<file path="src/shared/tec_regs.vh">
// register offsets, field positions and timing figures of the error-counter block
// assumes an axi4-lite slave with 32-bit data, one register per aligned word
`ifndef TEC_REGS_VH
`define TEC_REGS_VH

// byte offsets of the registers
`define TEC_CFG_OFS 8'h00
`define TEC_MODE_OFS 8'h04
`define TEC_LCV_HI_OFS 8'h08
`define TEC_LCV_LO_OFS 8'h0C
`define TEC_PCV_HI_OFS 8'h10
`define TEC_PCV_LO_OFS 8'h14
`define TEC_SYNC_HI_OFS 8'h18
`define TEC_SYNC_LO_OFS 8'h1C
`define TEC_FEB_HI_OFS 8'h20
`define TEC_FEB_LO_OFS 8'h24
`define TEC_STAT_OFS 8'h28

// counter_config fields
`define TEC_CFG_LCV_SEL 0
`define TEC_CFG_FBIT_SEL 1
`define TEC_CFG_FS_SEL 2
`define TEC_CFG_UPD_LO 3
`define TEC_CFG_UPD_HI 4
`define TEC_CFG_RESET 5'h00

// update source encodings
`define TEC_UPD_SECOND 2'h0
`define TEC_UPD_SHORT 2'h1
`define TEC_UPD_SHARED 2'h2
`define TEC_UPD_MANUAL 2'h3

// mode register fields
`define TEC_MODE_E1 0
`define TEC_MODE_ESF 1
`define TEC_MODE_ZSUB 2
`define TEC_MODE_CRC4 3
`define TEC_MODE_RESET 4'h0

// timing figures
`define TEC_CLK_HZ 50000000
`define TEC_SECOND_MS 1000
`define TEC_T1_PERIOD_US 42000
`define TEC_E1_PERIOD_US 62500
`define TEC_SECOND_CYC (`TEC_CLK_HZ / 1000 * `TEC_SECOND_MS)
`define TEC_T1_CYC (`TEC_CLK_HZ / 1000000 * `TEC_T1_PERIOD_US)
`define TEC_E1_CYC (`TEC_CLK_HZ / 1000000 * `TEC_E1_PERIOD_US)

// zero-run lengths for excessive-zero counting
`define TEC_ZRUN_PLAIN 5'd16
`define TEC_ZRUN_ZSUB 5'd8

`define TEC_CNT_MAX 16'hFFFF
`define TEC_AXI_OKAY 2'h0
`define TEC_AXI_DECERR 2'h3

`endif

</file>
<file path="src/tec_error_counters.v">
// four saturating performance counters for one t1/e1 framer port, latched on a selectable update event
// assumes decoded per-bit event strobes from the line decoder and framer synchronizer, one clock domain
//
// The implementer's own choices: the AXI4-Lite interface to the registers and the address map.
`timescale 1ns/10ps
`include "tec_regs.vh"

// Contract
// - latch all four counts on second, 42ms t1, 62.5ms e1, or manual update
// - every counter holds at maximum and never wraps to zero
// - port may update from shared first-port second tick or manual input
// - two successive same-polarity marks count as one bipolar violation
// - with zero substitution on, valid substitution codewords are not counted
// - e1 with select bit 0 set counts code violations instead of bipolar ones
// - line counter runs through every sync loss and stops at 65535
// - t1 excessive-zero mode adds 16-zero runs, or 8-zero runs with b8zs
// - t1 path counter: crc-6 in esf, ft errors in d4, fs added by bit 2
// - t1 path counter pauses while receive frame lost
// - e1 path counts crc-4 errors, pauses on fas/crc-4 loss, not cas loss
// - each counter reads as one 16-bit value, high part then low part
// - t1 multiframe mode counts out-of-sync multiframes, runs during frame loss
// - t1 framing-bit mode counts ft in d4 or fps in esf, pauses on loss
// - e1 sync counter counts fas word errors, not during loss or search
// - e1 crc-4 far-end counter adds one per received zero e-bit
// - far-end counter pauses on fas/crc-4 loss, runs on cas loss
// - automatic update pulses the timer interrupt output for software
module tec_error_counters #(
   parameter SECOND_CYC = `TEC_SECOND_CYC,
   parameter T1_CYC = `TEC_T1_CYC,
   parameter E1_CYC = `TEC_E1_CYC,
   parameter CNT_W = 16
) (
   input wire ref_clk,
   input wire reset_n,
   // axi4-lite slave
   input wire [7:0] s_axi_awaddr,
   input wire s_axi_awvalid,
   output wire s_axi_awready,
   input wire [31:0] s_axi_wdata,
   input wire [3:0] s_axi_wstrb,
   input wire s_axi_wvalid,
   output wire s_axi_wready,
   output reg [1:0] s_axi_bresp,
   output reg s_axi_bvalid,
   input wire s_axi_bready,
   input wire [7:0] s_axi_araddr,
   input wire s_axi_arvalid,
   output wire s_axi_arready,
   output reg [31:0] s_axi_rdata,
   output reg [1:0] s_axi_rresp,
   output reg s_axi_rvalid,
   input wire s_axi_rready,
   // receive line decoder
   input wire rx_bit_valid,
   input wire rx_mark,
   input wire rx_mark_pos,
   input wire rx_zsub_code,
   // framer synchronizer
   input wire receive_frame_lost,
   input wire crc_sync_lost,
   input wire fas_searching,
   input wire multiframe_end,
   input wire crc_error,
   input wire ft_error,
   input wire fs_error,
   input wire fps_error,
   input wire fas_word_error,
   input wire ebit_valid,
   input wire ebit_value,
   // update sources
   input wire shared_second_tick,
   input wire manual_update,
   output reg timer_update_pulse,
   output reg own_second_tick
);

   // state overview:
   //   counter_config_r - count selects and update source, software owned
   //   mode_r - line mode, framing, zero substitution and crc-4 multiframe
   //   sec_cnt_r, short_cnt_r - free running interval timers
   //   *_cnt_r - live counts of the interval in progress
   //   *_lat_r - snapshot taken on the last update, what software sees
   //   last_pol_r, have_mark_r - polarity of the previous mark
   //   last_bpv_pol_r, have_bpv_r - polarity of the previous counted violation
   //   zrun_r - length of the zero run in progress
   //   upd_latched_r - sticky flag that a fresh snapshot is waiting
   wire rd_take;
   reg [4:0] counter_config_r;
   reg [3:0] mode_r;
   reg [31:0] sec_cnt_r;
   reg [31:0] short_cnt_r;
   reg [CNT_W-1:0] lcv_cnt_r, pcv_cnt_r, sync_cnt_r, feb_cnt_r;
   reg [CNT_W-1:0] lcv_lat_r, pcv_lat_r, sync_lat_r, feb_lat_r;
   reg manual_d_r;
   reg last_pol_r;
   reg have_mark_r;
   reg last_bpv_pol_r;
   reg have_bpv_r;
   reg [4:0] zrun_r;
   reg upd_latched_r;

   wire is_e1 = mode_r[`TEC_MODE_E1];
   wire is_esf = mode_r[`TEC_MODE_ESF];
   wire zsub_on = mode_r[`TEC_MODE_ZSUB];
   wire crc4_on = mode_r[`TEC_MODE_CRC4];
   wire [1:0] upd_sel = counter_config_r[`TEC_CFG_UPD_HI:`TEC_CFG_UPD_LO];
   wire [31:0] short_len = is_e1 ? E1_CYC : T1_CYC;
   wire sec_wrap = (sec_cnt_r == SECOND_CYC - 1);
   wire short_wrap = (short_cnt_r >= short_len - 1);
   wire manual_rise = manual_update & ~manual_d_r;
   reg update_evt;

   // the four sources are exclusive; only one can move the snapshot.
   // the short period follows the line mode, so a mode change sets the end
   // of the interval already in progress, without a restart of the timer.
   // the shared tick is used as delivered: it is already one cycle wide
   // from the first port, so no edge detect is put in its path.
   // a manual update is a level from outside; only its rising edge counts.
   // changing the source in mid interval simply lengthens or shortens that
   // one interval; no event is lost because the live counts keep running.
   // update event selection; the manual edge detect keeps a held input from latching twice
   always @* begin
      case (upd_sel)
         `TEC_UPD_SECOND: update_evt = sec_wrap;
         `TEC_UPD_SHORT: update_evt = short_wrap;
         `TEC_UPD_SHARED: update_evt = shared_second_tick;
         default: update_evt = manual_rise;
      endcase
   end

   // both timers always run, whatever the selected source, so that
   // own_second_tick stays available to other ports in every mode.
   // the short timer wraps with >= rather than == so that a switch from
   // the longer e1 period to the shorter t1 one cannot leave it running
   // past its end for a whole wrap of the 32-bit counter.
   // the timer pulse is registered, one cycle after the update edge, and
   // is held back for manual updates: software caused those itself.
   // own one-second and short-period timers
   always @(posedge ref_clk or negedge reset_n) begin
      if (!reset_n) begin
         sec_cnt_r <= 32'h00000000;
         short_cnt_r <= 32'h00000000;
         manual_d_r <= 1'b0;
         own_second_tick <= 1'b0;
         timer_update_pulse <= 1'b0;
      end else begin
         sec_cnt_r <= sec_wrap ? 32'h00000000 : sec_cnt_r + 32'h00000001;
         short_cnt_r <= short_wrap ? 32'h00000000 : short_cnt_r + 32'h00000001;
         manual_d_r <= manual_update;
         own_second_tick <= sec_wrap; // feeds other ports as the shared source
         timer_update_pulse <= update_evt && (upd_sel != `TEC_UPD_MANUAL);
      end
   end

   // every decode below is qualified by rx_bit_valid, so the polarity and
   // codeword inputs may wander freely between received bits.
   // a codeword mark is dropped from the violation count but still updates
   // the last polarity, since the next violation is judged against it.
   // a code violation needs two counted violations of one polarity; the
   // first one after reset only arms have_bpv_r.
   // a zero run counts once when it reaches its length, then starts again,
   // so a long all-zero stretch gives one count per full run.
   // line event decode: bipolar violation, code violation, zero runs
   wire bpv_raw = rx_bit_valid && rx_mark && have_mark_r && (rx_mark_pos == last_pol_r);
   wire bpv = bpv_raw && !(zsub_on && rx_zsub_code);
   wire cv = bpv && have_bpv_r && (rx_mark_pos == last_bpv_pol_r);
   wire [4:0] zlim = zsub_on ? `TEC_ZRUN_ZSUB : `TEC_ZRUN_PLAIN;
   wire zrun_hit = rx_bit_valid && !rx_mark && (zrun_r == zlim - 5'd1);
   wire lcv_evt = is_e1 ? (counter_config_r[`TEC_CFG_LCV_SEL] ? cv : bpv)
                        : (bpv || (counter_config_r[`TEC_CFG_LCV_SEL] && zrun_hit));

   // polarity and zero-run tracking
   always @(posedge ref_clk or negedge reset_n) begin
      if (!reset_n) begin
         last_pol_r <= 1'b0;
         have_mark_r <= 1'b0;
         last_bpv_pol_r <= 1'b0;
         have_bpv_r <= 1'b0;
         zrun_r <= 5'd0;
      end else if (rx_bit_valid) begin
         if (rx_mark) begin
            last_pol_r <= rx_mark_pos;
            have_mark_r <= 1'b1;
            zrun_r <= 5'd0;
         end else if (zrun_hit) begin
            zrun_r <= 5'd0; // each full run counts once, then a new run starts
         end else begin
            zrun_r <= zrun_r + 5'd1;
         end
         if (bpv) begin
            last_bpv_pol_r <= rx_mark_pos;
            have_bpv_r <= 1'b1;
         end
      end
   end

   // the framer events arrive as one-cycle strobes; the pause conditions
   // are levels and gate the strobe in the same cycle.
   // in t1 the multiframe count runs only while frame is lost, which is
   // exactly when the framing-bit modes must stay quiet.
   // in e1 a cas multiframe loss is not an input here at all, so the path
   // and far-end counts carry on through it as required.
   // the far-end count exists only with crc-4 multiframing; in t1 or in
   // plain e1 it stays at zero.
   // path, sync and far-end events with their pause conditions
   wire t1_path = is_esf ? crc_error : (ft_error || (counter_config_r[`TEC_CFG_FS_SEL] && fs_error));
   wire pcv_evt = is_e1 ? (crc_error && !receive_frame_lost && !crc_sync_lost)
                        : (t1_path && !receive_frame_lost);
   wire t1_sync = counter_config_r[`TEC_CFG_FBIT_SEL]
                  ? ((is_esf ? fps_error : ft_error) && !receive_frame_lost)
                  : (multiframe_end && receive_frame_lost);
   wire sync_evt = is_e1 ? (fas_word_error && !receive_frame_lost && !fas_searching) : t1_sync;
   wire feb_evt = is_e1 && crc4_on && ebit_valid && !ebit_value
                  && !receive_frame_lost && !crc_sync_lost;

   // saturating increment; an update restarts from zero, keeping a same-cycle event
   function [CNT_W-1:0] sat_next;
      input [CNT_W-1:0] cur;
      input evt;
      input upd;
      begin
         if (upd)
            sat_next = evt ? {{(CNT_W-1){1'b0}}, 1'b1} : {CNT_W{1'b0}};
         else if (evt && cur != {CNT_W{1'b1}})
            sat_next = cur + {{(CNT_W-1){1'b0}}, 1'b1};
         else
            sat_next = cur;
      end
   endfunction

   // the live count and its snapshot move on the same edge: the snapshot
   // takes the old live value while the live count restarts, so an event
   // that falls on the update edge is kept for the next interval.
   // the snapshot holds until the next update, which lets software read
   // the high and low halves of one value with no torn read unless an update lands between the two reads.
   // the sticky flag gives a polled alternative to the timer pulse.
   // counters and latched copies
   always @(posedge ref_clk or negedge reset_n) begin
      if (!reset_n) begin
         lcv_cnt_r <= {CNT_W{1'b0}};
         pcv_cnt_r <= {CNT_W{1'b0}};
         sync_cnt_r <= {CNT_W{1'b0}};
         feb_cnt_r <= {CNT_W{1'b0}};
         lcv_lat_r <= {CNT_W{1'b0}};
         pcv_lat_r <= {CNT_W{1'b0}};
         sync_lat_r <= {CNT_W{1'b0}};
         feb_lat_r <= {CNT_W{1'b0}};
         upd_latched_r <= 1'b0;
      end else begin
         lcv_cnt_r <= sat_next(lcv_cnt_r, lcv_evt, update_evt);
         pcv_cnt_r <= sat_next(pcv_cnt_r, pcv_evt, update_evt);
         sync_cnt_r <= sat_next(sync_cnt_r, sync_evt, update_evt);
         feb_cnt_r <= sat_next(feb_cnt_r, feb_evt, update_evt);
         if (update_evt) begin
            lcv_lat_r <= lcv_cnt_r;
            pcv_lat_r <= pcv_cnt_r;
            sync_lat_r <= sync_cnt_r;
            feb_lat_r <= feb_cnt_r;
         end
         // sticky update flag: set wins over a read-clear in the same cycle
         if (update_evt)
            upd_latched_r <= 1'b1;
         else if (rd_take && s_axi_araddr == `TEC_STAT_OFS)
            upd_latched_r <= 1'b0;
      end
   end

   // axi4-lite write path: address and data taken together, either may come first
   reg aw_held_r, w_held_r;
   reg [7:0] aw_addr_r;
   reg [31:0] w_data_r;
   reg [3:0] w_strb_r;
   assign s_axi_awready = !aw_held_r && !s_axi_bvalid;
   assign s_axi_wready = !w_held_r && !s_axi_bvalid;
   wire aw_ok = aw_held_r || s_axi_awvalid;
   wire w_ok = w_held_r || s_axi_wvalid;
   wire [7:0] wa = aw_held_r ? aw_addr_r : s_axi_awaddr;
   wire [31:0] wd = w_held_r ? w_data_r : s_axi_wdata;
   wire [3:0] ws = w_held_r ? w_strb_r : s_axi_wstrb;
   wire wr_go = aw_ok && w_ok && !s_axi_bvalid;

   always @(posedge ref_clk or negedge reset_n) begin
      if (!reset_n) begin
         aw_held_r <= 1'b0;
         w_held_r <= 1'b0;
         aw_addr_r <= 8'h00;
         w_data_r <= 32'h00000000;
         w_strb_r <= 4'h0;
         s_axi_bvalid <= 1'b0;
         s_axi_bresp <= `TEC_AXI_OKAY;
         counter_config_r <= `TEC_CFG_RESET;
         mode_r <= `TEC_MODE_RESET;
      end else begin
         if (s_axi_awvalid && s_axi_awready && !wr_go) begin
            aw_held_r <= 1'b1;
            aw_addr_r <= s_axi_awaddr;
         end
         if (s_axi_wvalid && s_axi_wready && !wr_go) begin
            w_held_r <= 1'b1;
            w_data_r <= s_axi_wdata;
            w_strb_r <= s_axi_wstrb;
         end
         if (wr_go) begin
            aw_held_r <= 1'b0;
            w_held_r <= 1'b0;
            s_axi_bvalid <= 1'b1;
            s_axi_bresp <= `TEC_AXI_OKAY;
            if (wa == `TEC_CFG_OFS) begin
               if (ws[0])
                  counter_config_r <= wd[4:0];
            end else if (wa == `TEC_MODE_OFS) begin
               if (ws[0])
                  mode_r <= wd[3:0];
            end else if (wa == `TEC_LCV_HI_OFS || wa == `TEC_LCV_LO_OFS || wa == `TEC_PCV_HI_OFS
                         || wa == `TEC_PCV_LO_OFS || wa == `TEC_SYNC_HI_OFS || wa == `TEC_SYNC_LO_OFS
                         || wa == `TEC_FEB_HI_OFS || wa == `TEC_FEB_LO_OFS || wa == `TEC_STAT_OFS) begin
               s_axi_bresp <= `TEC_AXI_OKAY; // read-only, write ignored
            end else begin
               s_axi_bresp <= `TEC_AXI_DECERR;
            end
         end else if (s_axi_bvalid && s_axi_bready) begin
            s_axi_bvalid <= 1'b0;
         end
      end
   end

   // reads never stall: arready is low only while an answer is waiting,
   // which also keeps one read outstanding at most.
   // counters are 16 bits but the bus reads them as two bytes; the high
   // byte is at the lower address so software reads it first.
   // unmapped addresses answer with a decode error and zero data.
   // reading the status word clears the sticky flag, except when an
   // update lands on that same edge.
   // axi4-lite read path: one-cycle answer, registered data
   assign s_axi_arready = !s_axi_rvalid;
   assign rd_take = s_axi_arvalid && s_axi_arready;

   always @(posedge ref_clk or negedge reset_n) begin
      if (!reset_n) begin
         s_axi_rvalid <= 1'b0;
         s_axi_rdata <= 32'h00000000;
         s_axi_rresp <= `TEC_AXI_OKAY;
      end else if (rd_take) begin
         s_axi_rvalid <= 1'b1;
         s_axi_rresp <= `TEC_AXI_OKAY;
         s_axi_rdata <= 32'h00000000;
         if (s_axi_araddr == `TEC_CFG_OFS)
            s_axi_rdata <= {27'h0, counter_config_r};
         else if (s_axi_araddr == `TEC_MODE_OFS)
            s_axi_rdata <= {28'h0000000, mode_r};
         else if (s_axi_araddr == `TEC_LCV_HI_OFS)
            s_axi_rdata <= {24'h000000, lcv_lat_r[15:8]};
         else if (s_axi_araddr == `TEC_LCV_LO_OFS)
            s_axi_rdata <= {24'h000000, lcv_lat_r[7:0]};
         else if (s_axi_araddr == `TEC_PCV_HI_OFS)
            s_axi_rdata <= {24'h000000, pcv_lat_r[15:8]};
         else if (s_axi_araddr == `TEC_PCV_LO_OFS)
            s_axi_rdata <= {24'h000000, pcv_lat_r[7:0]};
         else if (s_axi_araddr == `TEC_SYNC_HI_OFS)
            s_axi_rdata <= {24'h000000, sync_lat_r[15:8]};
         else if (s_axi_araddr == `TEC_SYNC_LO_OFS)
            s_axi_rdata <= {24'h000000, sync_lat_r[7:0]};
         else if (s_axi_araddr == `TEC_FEB_HI_OFS)
            s_axi_rdata <= {24'h000000, feb_lat_r[15:8]};
         else if (s_axi_araddr == `TEC_FEB_LO_OFS)
            s_axi_rdata <= {24'h000000, feb_lat_r[7:0]};
         else if (s_axi_araddr == `TEC_STAT_OFS)
            s_axi_rdata <= {31'h0, upd_latched_r};
         else
            s_axi_rresp <= `TEC_AXI_DECERR;
      end else if (s_axi_rvalid && s_axi_rready) begin
         s_axi_rvalid <= 1'b0;
      end
   end

endmodule // tec_error_counters

</file>
<file path="config.mk">
export PLATFORM = sky130hd
export DESIGN_NAME = tec_error_counters
export DESIGN_NICKNAME = d
export VERILOG_FILES = /design/src/tec_error_counters.v
export VERILOG_INCLUDE_DIRS = /design/src /design/src/shared
export SDC_FILE = /design/constraint.sdc
export NUM_CORES = 1
export LEC_CHECK = 0
export BUFFER_PORTS_ARGS = -buffer_cell sky130_fd_sc_hd__buf_2
export CORE_MARGIN = 2
export CORE_UTILIZATION = 55
export CTS_CLUSTER_SIZE = 20
export DETAILED_ROUTE_END_ITERATION = 12
export PLACE_DENSITY = 0.75
export SLEW_MARGIN = 20
export SYNTH_ARGS = -nofsm -noshare
export SYNTH_HDL_FRONTEND = slang
export SYNTH_SLANG_ARGS = --single-unit
export TNS_END_PERCENT = 50
</file>
<file path="constraint.sdc">
create_clock -name ref_clk -period 5.4 [get_ports ref_clk]
set_input_delay 1.08 -clock ref_clk [delete_from_list [all_inputs] [get_ports ref_clk]]
set_output_delay 1.08 -clock ref_clk [all_outputs]
set_load 0.01 [all_outputs]
</file>
After elaboration in Yosys (flattened, before gate mapping)
Index checks and enable logic that the tools add are counted.
Storage, ports and cells
  flip-flop bits (word level): 268
  latch bits: 0
  memory bits (writable): 0
  memory bits (read-only): 0
  output and inout port bits: 43
  memories: 0
Operators by class
  $add $sub $neg: 9
  multipliers: 0
  divide/modulo/power cells: 0
  magnitude comparators: 1
  equality and inequality tests: 31
  shifts and indexed selects: 0
  mux-type cells: 64
  bitwise operators: 3
  reduce and logical (&&, ||, !) cells: 79
Operators by type and width (number)
  2-to-1 mux 16 bit: 8
  2-to-1 mux 8 bit: 11
  adder 16 x 1 -> 16 bit (second input constant): 4
  adder 32 x 1 -> 32 bit (second input constant): 2
  == test 8 x 5 -> 1 bit (second input constant): 8
  2-to-1 mux 32 bit: 2
  != test 16 bit (second input constant): 4
  == test 8 x 6 -> 1 bit (second input constant): 6
  logical AND 1 bit: 40
  == test 32 x 26 -> 1 bit (second input constant): 1
  == test 8 x 4 -> 1 bit (second input constant): 4
  greater-or-equal comparator 32 bit: 1
  2-to-1 mux 2 bit: 14
  2-to-1 mux 1 bit: 23
  subtractor 22 x 1 -> 23 bit (second input constant): 1
  2-to-1 mux 20 bit: 1
  2-to-1 mux 5 bit: 4
  nonzero test 2 bit: 9
  == test 8 x 3 -> 1 bit (second input constant): 2
  zero test 8 bit: 2
  logical OR 1 bit: 12
  zero test 1 bit: 11
  adder 5 x 1 -> 5 bit (second input constant): 1
  == test 5 bit: 1
  12 further kinds: 15

Logic depth before layout (Yosys ltp)
  depth after elaboration: 13
  depth in mapped cells: 10

Least setup slack after synthesis
No wires, ideal clock.
  kind: input to register
  from: input port s_axi_araddr[7]
  to: register s_axi_rdata[4]
  library setup time: 0.066 ns
  arrival: 2.770 ns
  data required time: 5.334 ns
  slack: 2.564 ns
  stages on the path: 7
  cells stage by stage: or4_1 -> buf_2 -> or4b_4 -> a21oi_2 -> a21oi_1 -> a221oi_2 -> a221o_1
On the way
  longest elaborated chain between the ends: 11
  elaborated cells on any way between the ends: 20
RTL lines
  start: declaration: RTL line tec_error_counters.v:46  | input wire [7:0] s_axi_araddr,
  == test 8 x 6 -> 1 bit (no line)
  2-to-1 mux 8 bit: RTL line tec_error_counters.v:365  | else if (s_axi_araddr == `TEC_FEB_LO_OFS)
  2-to-1 mux 8 bit: RTL line tec_error_counters.v:363  | else if (s_axi_araddr == `TEC_FEB_HI_OFS)
  2-to-1 mux 8 bit: RTL line tec_error_counters.v:361  | else if (s_axi_araddr == `TEC_SYNC_LO_OFS)
  2-to-1 mux 8 bit: RTL line tec_error_counters.v:359  | else if (s_axi_araddr == `TEC_SYNC_HI_OFS)
  2-to-1 mux 8 bit: RTL line tec_error_counters.v:357  | else if (s_axi_araddr == `TEC_PCV_LO_OFS)
  2-to-1 mux 8 bit: RTL line tec_error_counters.v:355  | else if (s_axi_araddr == `TEC_PCV_HI_OFS)
  2-to-1 mux 8 bit: RTL line tec_error_counters.v:353  | else if (s_axi_araddr == `TEC_LCV_LO_OFS)
  2-to-1 mux 8 bit: RTL line tec_error_counters.v:351  | else if (s_axi_araddr == `TEC_LCV_HI_OFS)
  2-to-1 mux 8 bit: RTL line tec_error_counters.v:349  | else if (s_axi_araddr == `TEC_MODE_OFS)
  2-to-1 mux 8 bit *: RTL line tec_error_counters.v:347  | if (s_axi_araddr == `TEC_CFG_OFS)
  end signal: assignment: RTL line tec_error_counters.v:348  | s_axi_rdata <= {27'h0, counter_config_r};
  end signal: assignment: RTL line tec_error_counters.v:350  | s_axi_rdata <= {28'h0000000, mode_r};
  end signal: assignment: RTL line tec_error_counters.v:352  | s_axi_rdata <= {24'h000000, lcv_lat_r[15:8]};
  end: declaration: RTL line tec_error_counters.v:49  | output reg [31:0] s_axi_rdata,
Every way passes the cells marked *; elsewhere a longest branch is shown, timed or not.
A chain may end at the register's enable or synchronous reset.

Worst setup path in the final report
  from: register mode_r[0]
  to: register sync_lat_r[10]
On the way
  longest elaborated chain between the ends: 4
RTL lines
  start: declaration: RTL line tec_error_counters.v:89  | reg [3:0] mode_r;
  start signal: assignment: RTL line tec_error_counters.v:292  | mode_r <= `TEC_MODE_RESET;
  start signal: assignment: RTL line tec_error_counters.v:313  | mode_r <= wd[3:0];
  2-to-1 mux 20 bit: RTL line tec_error_counters.v:107  | wire [31:0] short_len = is_e1 ? E1_CYC : T1_CYC;
  subtractor 22 x 1 -> 23 bit: RTL line tec_error_counters.v:109  | wire short_wrap = (short_cnt_r >= short_len - 1);
  greater-or-equal comparator 32 bit: RTL line tec_error_counters.v:109
  one-hot mux 1 bit (3 select lines): RTL line tec_error_counters.v:123  | case (upd_sel)
  end signal: assignment: RTL line tec_error_counters.v:246  | sync_lat_r <= {CNT_W{1'b0}};
  end signal: assignment: RTL line tec_error_counters.v:257  | sync_lat_r <= sync_cnt_r;
  end: declaration: RTL line tec_error_counters.v:93  | reg [CNT_W-1:0] lcv_lat_r, pcv_lat_r, sync_lat_r, feb_lat_r;
Every way passes these cells.

==> results_dict.tcl <==
set metrics [dict create \
    synth_fa_ha_area_share_pct 1.67 \
    synth_top_family_by_area "simple AND/OR/NAND/NOR gates" \
    antenna_found_initial 3 \
    std_cell_rows 53 \
    grt_pass1_vias 8291 \
    syn_area_um2 12000 \
    p_int_w 0.00340 \
    synth-simple-area-share_pct 18.0 \
    via_per_inst 5.77 \
    grt_use_met3_pct 4.52 \
    p_leak_nw 6.12 \
    rr_worst_depth 8 \
    fin_cells 1492 \
    ys_ff_latch 242 \
    busiest_layer "met2" \
    use_met2_pct 37.7 \
    vias 8615 \
    postCtsSetupRepairBufs 0 \
    track_usage_pct 23.3 \
    final_util_pct 62.7 \
    drtAntennaViolNets 0 \
    clock_skew_ns 0.0108 \
    drc 0 \
    cts_hold_buf 0 \
    hold_violations 0 \
    layout-drive-gt1-share_pct 17.4 \
    synth_compound_area_share_pct 7.77 \
    clock_path_buffers 3 \
    outcome "complete, no violations" \
    r2r-end "sync_lat_r[10]$_DFFE_PN0P_" \
    clockRootBuffer "clkbuf_16" \
    synth_cells 1133 \
    wirelength_mm 25.6 \
    grt_util_met1_pct 32.3 \
    yosysSeqAreaShare_pct 50.6 \
    cts.reportedPaths.clkPinSlew_ns 0.06 \
    drv_cap 0 \
    hpwlAfterDp_mm 17.8 \
    muxShareOfSynthArea_pct 10.2 \
    nFillCells 1696 \
    rsz0062_at_grt "no" \
    grt-ovfl-total 0 \
    seqPwrFrac_pct 48.5 \
    fin_ws_ns 1.78 \
    rr_startpoint "mode_r[0]$_DFFE_PN0P_" \
    fin_crit_sh_pct 67.1 \
    async_flop_share_pct 100 \
    gp_congestion 0.932 \
    wl_per_cell_um 17.2 \
    yosys_warnings 0 \
    tightest_slew_ns 0.824 \
    ctsHtreeMaxLevel 1 \
    power_density_nw_per_um2 358 \
    power_frac_clock_pct 35.6 \
    min_period_ns 3.62 \
    worstHoldEndpoint "have_mark_r$_DFFE_PN0P_" \
    finalNetCount 1291 \
    fmax_mhz 276 \
    comb_power_share_pct 15.8 \
    cts_tree "yes" \
    setup_tns_ns 0 \
    ys.flop_type "dfrtp_1" \
    avgSynthCellArea_um2 10.6 \
    io_pins 119 \
    worst_ep_required_time_ns 5.81 \
    slowest_stage "dfrtp_1" \
    place_inst 1445 \
    ir_worst_vdd_v 0.000254 \
    p_sw_w 0.00135 \
    max_stage_delay_ns 0.57 \
    endpoint_kind "flop" \
    min_path_type "flop to flop" \
    critPathMaxFanout 63 \
    hold_depth 1 \
    drv_slew 0 \
    postCtsResizedCells 0 \
    start_util_pct 56.6 \
    dr.first_iter.drc_count 536 \
    dieHeight_um 151 \
    yosysUniqueCellTypes 75 \
    slew_headroom_pct 45.0 \
    die_area_um2 22900 \
    grt_pass1_wl_mm 42.6 \
    numCtsBuffers 26 \
    cts_sinks 242 \
    dr.pass1.iters 4 \
    crit_chain "inv_1 -> ha_1 -> or4_1 -> a211o_1 -> a41oi_2 -> nand2_4 -> nand2_8 -> mux2_2" \
    mostFrequentLayoutCells "dfrtp_1, nor2_1, mux2_2, nand2_1, buf_2" \
    hold_start "have_mark_r$_DFFE_PN0P_" \
    synth_edf_count 0 \
    area_growth_pct 10.9 \
    pre_cts_ws_ns 1.83 \
    setup_viol 0 \
    insertion_delay_ns 0.53 \
    cp.arrival_ns 4.03 \
    synth_xor_area_share_pct 7.54 \
    p_total_w 0.00475 \
    final_common_cell "dfrtp_1" \
    grt_max_degree 109 \
    path_class "flop to flop" \
    core-area_um2 21200 \
    start_kind "flop" \
    switching_share_pct 28.4 \
    die_w_um 151 \
    place.port_buffers 64 \
    rrSetupSlack_ns 1.78 \
]
==> worst max path at each step <==
stage	startpoint	end	slack [ns]	cells after the start
after floorplan	s_axi_araddr[7]	s_axi_rdata[4]$_DFFE_PN0P_	2.56	7
after global placement	mode_r[0]$_DFFE_PN0P_	sync_lat_r[15]$_DFFE_PN0P_	1.88	8
after detailed placement	mode_r[0]$_DFFE_PN0P_	feb_lat_r[6]$_DFFE_PN0P_	1.83	8
after CTS	mode_r[0]$_DFFE_PN0P_	sync_lat_r[10]$_DFFE_PN0P_	1.79	8
after global routing	mode_r[0]$_DFFE_PN0P_	timer_update_pulse$_DFF_PN0_	1.53	8
final	mode_r[0]$_DFFE_PN0P_	sync_lat_r[10]$_DFFE_PN0P_	1.78	8
==> routing by layer <==
layer  vias up  wire [um]
li1       4089          -
met1      4280      11300
met2       200      12300
met3        44       1400
met4         2        597
met5         -         13
==> sequential cells by signal (all words and copies together), names as in the netlist, 4 cells and up <==
signal / count
aw_addr_r: 8
counter_config_r: 5
feb_cnt_r: 16
feb_lat_r: 16
lcv_cnt_r: 16
lcv_lat_r: 16
mode_r: 4
pcv_cnt_r: 16
pcv_lat_r: 16
s_axi_rdata: 8
sec_cnt_r: 32
short_cnt_r: 32
sync_cnt_r: 16
sync_lat_r: 16
w_data_r: 5
zrun_r: 5
==> worst max-delay path: cells and delay by family (launching register included) <==
family	cells	cell delay (ns)
simple gates	3	1.14
compound gates	2	0.69
flops	1	0.57
mux	1	0.39
buf+inv	1	0.34
fa+ha+maj	1	0.32
==> logic make-up after synthesis <==
family          Yosys count
compound gates          137
mux                     110
buf+inv                  92
other cells               1
xor+xnor                103
fa+ha+maj                16
flops                   242
simple gates            432
==> through the flow <==
| step | area (um2) | hold slack [ns] |
|---|---|---|
| finish | 13300 | 0.469 |
| global route | 13300 | 0.488 |
| CTS | 13300 | 0.473 |
| detailed placement | 12400 | 0.454 |
| global placement | 12400 | 0.452 |
| floorplan | 12100 | 0.435 |
==> layout make-up <==
cell class                      count  area (um2)  share of cell area, %
Multi-Input combinational cell    832        5560                   41.9
Clock buffer                       34         732                   5.52
Timing Repair Buffer               71         395                   2.98
Clock inverter                     10        81.3                  0.613
Tap cell                          275         344                   2.59
Inverter                           26        97.6                  0.735
Antenna cell                        2        5.00                 0.0377
Sequential cell                   242        6060                   45.6
==> Yosys cell counts, types with 3 or more instances <==
master    count  area [um2]
a211oi_1      6        45.0
a21oi_1      34         170
a221o_1       5        50.1
a221oi_1      4        35.0
a222oi_1      3        30.0
a31oi_1       3        18.8
and2_1        3        18.8
and3_1       26         163
buf_2         9        45.0
buf_4        26         195
buf_6         6        67.6
clkbuf_1     23        86.3
dfrtp_1     242        6060
ha_1         16         200
inv_1        26        97.6
mux2_1        8        90.1
mux2_2       86         968
mux2i_1      16         160
nand2_1      75         282
nand2b_1      9        56.3
nand3_1      54         270
nand3b_1      3        22.5
nand4_1      37         231
nand4b_1      3        26.3
nor2_1      140         526
nor2b_1       7        43.8
nor3_1       27         135
nor4_1       13        81.3
nor4b_1       3        26.3
o211ai_1      4        30.0
o21ai_0      37         185
o22ai_1       3        18.8
o31ai_1       5        37.5
o32ai_1       4        35.0
or3_1        12        75.1
or4_1         5        37.5
xnor2_1      47         412
xor2_1       56         490
==> power by group through the flow <==
stage,Clock (W),Sequential (W),Combinational (W)
2_1_floorplan,0,0.00223,0.000621
3_3_place_gp,0,0.00232,0.000730
3_5_place_dp,0,0.00233,0.000756
4_1_cts,0.00173,0.00230,0.000761
5_1_grt,0.00181,0.00234,0.000842
6_report,0.00169,0.00231,0.000753
Note: power is estimated with default switching activity, not from simulation.
